$ cat src/logic/mode_two_three_params.svh
// constants for the second and third mode register decode block
// assumes inclusion by bare name from the design file
`ifndef MODE_TWO_THREE_PARAMS_SVH
`define MODE_TWO_THREE_PARAMS_SVH

`define BA_MODE_TWO      3'h2
`define BA_MODE_THREE    3'h3
`define RET_LSB          0
`define RET_MSB          2
`define WCL_LSB          3
`define WCL_MSB          5
`define HOT_BIT          7
`define DWT_LSB          9
`define DWT_MSB          10
`define RDO_LOC_LSB      0
`define RDO_LOC_MSB      1
`define RDO_EN_BIT       2
`define WCL_BASE         4'h5
`define WCL_MAX_CODE     3'h5
`define DWT_OFF          2'h0
`define DWT_RZQ4         2'h1
`define DWT_RZQ2         2'h2
`define RET_FULL         3'h0
`define WCL_RST          3'h0
`define RDO_PATTERN      8'h55
`define TERM_OFF         3'h0

`endif

$ cat src/logic/mode_two_three_pkg.sv
// types for the second and third mode register decode block
// needs no params header; only the design file includes it
`default_nettype none
package mode_two_three_pkg;
    typedef enum logic [1:0]
    {
        TERM_NONE,
        TERM_NOMINAL,
        TERM_WRITE
    } term_sel_t;
endpackage
`default_nettype wire

$ cat src/logic/ddr3_mode_reg_two_three_decode.sv
// second and third mode register decode with termination and readout control
// assumes command pins already synchronised to mclk by the command front end
//
// Contract
// controller zeroes reserved second register bits
// write termination applies even with nominal off
// write leveling uses nominal termination only
// self refresh may drop banks outside range
// write column latency from address bits 3-5
// only whole clock write latencies exist
// total write delay equals additive plus column
// address bits 9-10 select dynamic write termination
// bit 7 doubles self refresh rate always
// controller sets hot bit above 85C
// controller doubles refresh rate when hot
// third register load decode on bank 3
// controller zeroes reserved third register bits
// readout location ignored when readout off
// readout mode returns fixed pattern on reads
// second register load decode on bank 2
// latency codes 0-5 give 5-10 clocks
// dynamic termination code decode, 11 reserved
// load updates only addressed register fields
`default_nettype none
`include "mode_two_three_params.svh"

module ddr3_mode_reg_two_three_decode
(
    // clock and reset
    input  wire logic                        mclk,
    input  wire logic                        rst_b,
    // command and address
    input  wire logic                        cs_b,
    input  wire logic                        ras_b,
    input  wire logic                        cas_b,
    input  wire logic                        we_b,
    input  wire logic [2:0]                  bank_addr,
    input  wire logic [13:0]                 addr,
    // operating context
    input  wire logic [3:0]                  additive_latency,
    input  wire logic                        write_leveling,
    input  wire logic                        write_burst,
    input  wire logic [2:0]                  nominal_term,
    input  wire logic                        read_burst,
    input  wire logic [7:0]                  array_data,
    // decoded outputs
    output var  logic [2:0]                  partial_array_retention,
    output var  logic [3:0]                  write_column_latency,
    output var  logic                        wcl_reserved,
    output var  logic [4:0]                  total_write_delay,
    output var  logic [1:0]                  dyn_term_code,
    output var  logic                        dyn_term_reserved,
    output var  logic                        hot_self_refresh_option,
    output var  logic                        self_refresh_2x,
    output var  logic                        multipurpose_readout,
    output var  logic [1:0]                  readout_location,
    output var  logic [7:0]                  bank_keep_mask,
    output var  mode_two_three_pkg::term_sel_t term_sel,
    output var  logic [2:0]                  term_value,
    output var  logic [7:0]                  read_data
);
    import mode_two_three_pkg::*;

    // ------------------------------------------------------------
    // command decode
    // ------------------------------------------------------------
    function automatic logic is_mrs(input logic [2:0] ba,
                                    input logic [2:0] want);
        is_mrs = !cs_b && !ras_b && !cas_b && !we_b && (ba == want);
    endfunction

    wire logic load_two   = is_mrs(bank_addr, `BA_MODE_TWO);
    wire logic load_three = is_mrs(bank_addr, `BA_MODE_THREE);

    // ------------------------------------------------------------
    // mode register storage
    // ------------------------------------------------------------
    logic [2:0] ret_reg;
    logic [2:0] wcl_reg;
    logic       hot_reg;
    logic [1:0] dwt_reg;
    logic       rdo_reg;
    logic [1:0] loc_reg;

    always_ff @(posedge mclk)
    begin
        if (!rst_b)
        begin
            ret_reg <= `RET_FULL;
            wcl_reg <= `WCL_RST;
            hot_reg <= 1'b0;
            dwt_reg <= `DWT_OFF;
            rdo_reg <= 1'b0;
            loc_reg <= 2'h0;
        end
        else if (load_two)
        begin
            ret_reg <= addr[`RET_MSB:`RET_LSB];
            wcl_reg <= addr[`WCL_MSB:`WCL_LSB];
            hot_reg <= addr[`HOT_BIT];
            dwt_reg <= addr[`DWT_MSB:`DWT_LSB];
        end
        else if (load_three)
        begin
            rdo_reg <= addr[`RDO_EN_BIT];
            loc_reg <= addr[`RDO_LOC_MSB:`RDO_LOC_LSB];
        end
    end

    // ------------------------------------------------------------
    // field decode
    // ------------------------------------------------------------
    // whole clock latencies only, reserved codes flagged
    wire logic wcl_res_w = wcl_reg > `WCL_MAX_CODE;
    wire logic [3:0] wcl_w = `WCL_BASE + {1'b0, wcl_reg};
    wire logic [4:0] twd_w = {1'b0, additive_latency}
                           + {1'b0, wcl_w};
    wire logic dwt_on_w  = (dwt_reg == `DWT_RZQ4)
                         || (dwt_reg == `DWT_RZQ2);

    // banks kept through self refresh, others may be lost
    logic [7:0] keep_w;
    always_comb
    begin
        keep_w = 8'hFF;
        case (ret_reg)
            3'h1:    keep_w = 8'h0F;
            3'h2:    keep_w = 8'h03;
            3'h3:    keep_w = 8'h01;
            3'h4:    keep_w = 8'hFC;
            3'h5:    keep_w = 8'hF0;
            3'h6:    keep_w = 8'hC0;
            3'h7:    keep_w = 8'h80;
            default: keep_w = 8'hFF;
        endcase
    end

    // termination choice: leveling forces nominal, writes use dynamic
    wire logic use_wr_w  = write_burst && dwt_on_w
                         && !write_leveling;
    wire logic use_nom_w = !use_wr_w && (nominal_term != `TERM_OFF);
    wire logic [2:0] wr_term_w = {1'b0, dwt_reg};

    // ------------------------------------------------------------
    // outputs
    // ------------------------------------------------------------
    always_ff @(posedge mclk)
    begin
        if (!rst_b)
        begin
            term_sel   <= TERM_NONE;
            term_value <= `TERM_OFF;
            read_data  <= 8'h00;
        end
        else
        begin
            term_sel   <= use_wr_w ? TERM_WRITE
                        : (use_nom_w ? TERM_NOMINAL : TERM_NONE);
            term_value <= use_wr_w ? wr_term_w : nominal_term;
            if (read_burst)
                read_data <= rdo_reg ? `RDO_PATTERN
                                     : array_data;
        end
    end

    assign partial_array_retention = ret_reg;
    assign write_column_latency    = wcl_w;
    assign wcl_reserved            = wcl_res_w;
    assign total_write_delay       = twd_w;
    assign dyn_term_code           = dwt_reg;
    assign dyn_term_reserved       = dwt_reg == 2'h3;
    assign hot_self_refresh_option = hot_reg;
    assign self_refresh_2x         = hot_reg;
    assign multipurpose_readout    = rdo_reg;
    assign readout_location        = rdo_reg ? loc_reg : 2'h0;
    assign bank_keep_mask          = keep_w;

    // ------------------------------------------------------------
    // checks
    // ------------------------------------------------------------
    AST_LOAD_TWO_WCL: assert property
        (@(posedge mclk) disable iff (!rst_b)
        load_two |=> write_column_latency
            == `WCL_BASE + $past(addr[`WCL_MSB:`WCL_LSB]))
        else $error("latency not taken from load");
    AST_TWD_SUM: assert property
        (@(posedge mclk) disable iff (!rst_b)
        total_write_delay == additive_latency + write_column_latency)
        else $error("total write delay wrong");
    AST_LEVEL_NOMINAL: assert property
        (@(posedge mclk) disable iff (!rst_b)
        write_leveling |=> term_sel != TERM_WRITE)
        else $error("dynamic termination during leveling");
    AST_WR_TERM: assert property
        (@(posedge mclk) disable iff (!rst_b)
        (write_burst && !write_leveling && dwt_on_w)
        |=> term_sel == TERM_WRITE)
        else $error("write termination not applied");
    AST_THREE_KEEPS_TWO: assert property
        (@(posedge mclk) disable iff (!rst_b)
        load_three |=> $stable(wcl_reg) && $stable(dwt_reg))
        else $error("third load changed second register");
    AST_HOT_2X: assert property
        (@(posedge mclk) disable iff (!rst_b)
        (load_two && addr[`HOT_BIT]) |=> self_refresh_2x)
        else $error("hot option not set");
    AST_LOC_IGNORED: assert property
        (@(posedge mclk) disable iff (!rst_b)
        !multipurpose_readout |-> readout_location == 2'h0)
        else $error("readout location used while off");
    AST_PATTERN: assert property
        (@(posedge mclk) disable iff (!rst_b)
        (read_burst && rdo_reg) |=> read_data == `RDO_PATTERN)
        else $error("readout pattern missing");
    AST_DWT_LOAD: assert property
        (@(posedge mclk) disable iff (!rst_b)
        load_two |=> dyn_term_code == $past(addr[`DWT_MSB:`DWT_LSB]))
        else $error("dynamic termination code not loaded");
    AST_WCL_RES: assert property
        (@(posedge mclk) disable iff (!rst_b)
        (load_two && addr[`WCL_MSB:`WCL_MSB-1] == 2'h3) |=> wcl_reserved)
        else $error("reserved latency code not flagged");
    AST_KEEP_TWO: assert property
        (@(posedge mclk) disable iff (!rst_b)
        !load_two |=> $stable(ret_reg) && $stable(wcl_reg)
            && $stable(hot_reg) && $stable(dwt_reg))
        else $error("second register changed without its load");
    AST_KEEP_THREE: assert property
        (@(posedge mclk) disable iff (!rst_b)
        !load_three |=> $stable(rdo_reg) && $stable(loc_reg))
        else $error("third register changed without its load");

endmodule
`default_nettype wire

$ cat config.mk
export PLATFORM = sky130hd
export DESIGN_NAME = ddr3_mode_reg_two_three_decode
export DESIGN_NICKNAME = d
export VERILOG_FILES = /design/src/logic/mode_two_three_pkg.sv /design/src/logic/ddr3_mode_reg_two_three_decode.sv
export VERILOG_INCLUDE_DIRS = /design/src /design/src/logic
export SDC_FILE = /design/constraint.sdc
export NUM_CORES = 1
export LEC_CHECK = 0
export BUFFER_PORTS_ARGS = -buffer_cell sky130_fd_sc_hd__buf_2
export CAP_MARGIN = 20
export CORE_MARGIN = 5
export CORE_UTILIZATION = 24
export DETAILED_ROUTE_END_ITERATION = 6
export PLACE_DENSITY_LB_ADDON = 0.2
export SLEW_MARGIN = 20
export SYNTH_ARGS = -nofsm -noshare
export SYNTH_HDL_FRONTEND = slang
export SYNTH_SLANG_ARGS = --single-unit
$ cat constraint.sdc
create_clock -name mclk -period 3 [get_ports mclk]
set_input_delay 0.6 -clock mclk [delete_from_list [all_inputs] [get_ports mclk]]
set_output_delay 0.6 -clock mclk [all_outputs]
set_load 0.05 [all_outputs]
==> flow_summary_export.csv <==
group,metric,value,unit
synth,ys_seq_area_share,41.2,%
die,core-area,0.00482,mm²
route,num_vias,1117,
cts,cts_tree,"built",
die,dieArea,0.00658,mm²
cts,htreeDepth,1,
sta,finalCriticalPeriod,2.65,ns
synth,synth_seq_cells,25,
synth,synth_area,0.00121,mm²
route,drtIter0Drc,43,
route,wire_per_inst,11.4,µm
sta,relSlewSlack,65.7,%
worst_setup_path,cp_top_family,"adder cells",
job,cap_violations,0,
synth,synthSimpleGateAreaFrac,18.1,%
placed_design,place_hpwl,2.48,mm
die,initial_core_util,25.2,%
placed_design,place.gp.congestion,0.730,
cts,hold_buffers,0,
final_layout,diodes,0,
synth,synth_edf_count,0,
power_and_ir_drop,cellLeakagePower,0.822,nW
sta,final.setup.worst_slack,0.355,ns
worst_setup_path,path_class,"register to primary output",
global_route,grt_pass1_wl,4.68,mm
cts,clockBufferDepth,2,
cts,clock_sinks,25,
synth,ys_types,26,
sta,finClkSkew,0.00152,ns
synth,synth-adder-area-share,8.87,%
sta,fmax,378,MHz
worst_setup_path,critPathMaxFanout,3,
worst_setup_path,cp_num_buf_inv,3,
worst_setup_path,worstPathCellList,"inv_1, ha_1, inv_1, ha_1, a21o_1, a21oi_1, xnor2_1, buf_2",
status,outcome,"finished clean",
die,die_x,81.1,µm
synth,async_flop_share,0,%
global_route,grt.total_usage,9.08,%
sta,timing.final.crit_share,88.2,%
worst_setup_path,crit_arrival,2.05,ns
cts,cts_made_buffers,3,
synth,synth_top_flop_cell,"dfxtp_1",
global_route,antenna_found_initial,0,
synth,synthXorXnorAreaFrac,2.16,%
placed_design,dp_slack,0.510,ns
route,drtAntennaViolNets,0,
global_route,grt_pass1_vias,1098,
synth,synth_mux_area_share,9.90,%
die,die_y,81.1,µm
final_layout,drive_above_1_share,45.7,%
route,firstDrtPassIters,3,
sta,final_hold_viol_count,0,
cts,cts_setup_buffers,0,
synth,synth_top_family_by_area,"simple AND/OR/NAND/NOR gates",
die,ioPinCount,83,
final_layout,fillCellCount,523,
synth,ys_warn_count,0,
power_and_ir_drop,ir_drop,151,µV
sta,drv_slew,0,
sta,worstMarginPinSlew,0.514,ns
synth,synthCells,125,
global_route,gr-total-overflow,0,
placed_design,io_buffers,77,
route,routed_wl,3.04,mm
worst_setup_path,required,2.40,ns
cts,cts-root-buf,"clkbuf_8",
synth,syn_avg_cell_area,9.71,µm²
route,drc,0,
worst_setup_path,max_stage_delay,0.36,ns
final_layout,largest_reg_flops,8,
final_layout,area_delta_synth_final,40.0,%
global_route,grt_start_max_net_pins,32,
sta,tns,0,ns
final_layout,max_flop_register,"read_data",
cts,cts_resized,0,
worst_setup_path,crit_slowest_cell,"dfxtp_1",
sta,rsz0062_at_grt,"no",
route,vias_per_cell,4.20,
hold_path,hp-class,"register to register",
synth,syn-num-nets,174,
worst_setup_path,cp-start-kind,"register",
synth,synth_compound_area_share,14.1,%
worst_setup_path,end_kind,"primary output",
power_and_ir_drop,pwr_density_cell,406,mW/mm²
die,fp-row-count,25,
cts,path_clk_slew,0.09,ns
cts,insertion_delay,0.26,ns
sta,setup_violations,0,
final_layout,fin_nets,249,
[cell usage after synthesis (all sizes together) (2+ instances only)]
cell type | count | area [µm²]
dfxtp | 25 | 500
nand2 | 23 | 86.3
mux2i | 12 | 120
nor2b | 9 | 56.3
a21oi | 8 | 40.0
ha | 7 | 87.6
inv | 5 | 18.8
a21o | 4 | 30.0
buf | 4 | 33.8
clkbuf | 4 | 15.0
o221a | 4 | 45.0
and2 | 3 | 18.8
o21ai | 3 | 15.0
a22o | 2 | 17.5
xnor2 | 2 | 17.5
[metrics by stage]
stage / hold WS (ns) / utilization [%] / cells / area [µm²] / power, W
6_report: 0.462 / 35.3 / 266 / 1700 / 0.000690
5_1_grt: 0.482 / 35.3 / 266 / 1700 / 0.000726
4_1_cts: 0.467 / 35.3 / 266 / 1700 / 0.000707
3_5_place_dp: 0.448 / 34.3 / 262 / 1650 / 0.000501
3_3_place_gp: 0.442 / 34.3 / 262 / 1650 / 0.000501
2_1_floorplan: 0.430 / - / 125 / 1220 / 0.000455
[layout by cell type (no fill, tap or decap), drive strengths merged]
cell type	n
a211oi	1
a21o	4
a21oi	8
a22o	2
and2	3
buf	78
clkbuf	3
clkinv	1
dfxtp	25
fa	1
ha	7
inv	5
mux2i	12
nand2	23
nand2b	1
nor2b	9
nor3	1
nor3b	1
nor4b	1
o21a	1
o21ai	3
o221a	4
o31a	1
or4	1
xnor2	2
xor2	1
[final timing paths]
check	startpoint	to	slack [ns]	depth (start not counted)
worst min-delay path	loc_reg[0]	loc_reg[0]	0.46	2
worst max-delay path	wcl_reg[1]	total_write_delay[3]	0.35	8
worst max register to register	dyn_term_code[0]	term_value[0]	1.72	4
worst min register to register	loc_reg[0]	loc_reg[0]	0.46	2
[tightest hold or removal path: stages (launching register included)]
cell and delay, ns:
dfxtp_1 0.32, nand2_1 0.05, mux2i_1 0.05
[layout make-up]
type / instances / area, µm² / area share (%)
multi-input cells: 87 / 657 / 38.7
well taps: 67 / 83.8 / 4.93
flip-flops and latches: 25 / 500 / 29.5
clock buffers: 3 / 41.3 / 2.43
inverters: 5 / 18.8 / 1.10
repair buffers: 78 / 393 / 23.1
clock inverters: 1 / 5.00 / 0.295
[layer usage]
layer  share of wire, %  routed length [µm]  global-route usage, %
met1                 44                1330                   10.8
met2                 46                1400                   15.7
met3                9.5                 289                   2.11
met4               0.63                  19                   3.55
met5                  0                   0                      0
[logic make-up after synthesis]
family / after synthesis
AO/OA/AOI/OAI: 24
XOR/XNOR: 3
adder cells (fa/ha/maj): 8
buffers and inverters: 13
flip-flops: 25
multiplexers: 12
AND/OR/NAND/NOR: 40
[power breakdown]
part,total [W],switching [W],internal (W),leakage [nW]
registers,0.000346,0.00000446,0.000342,0.204
clock network,0.000199,0.000106,0.0000928,0.0255
logic,0.000145,0.0000978,0.0000473,0.592
Power figures use the tool's default switching activity.
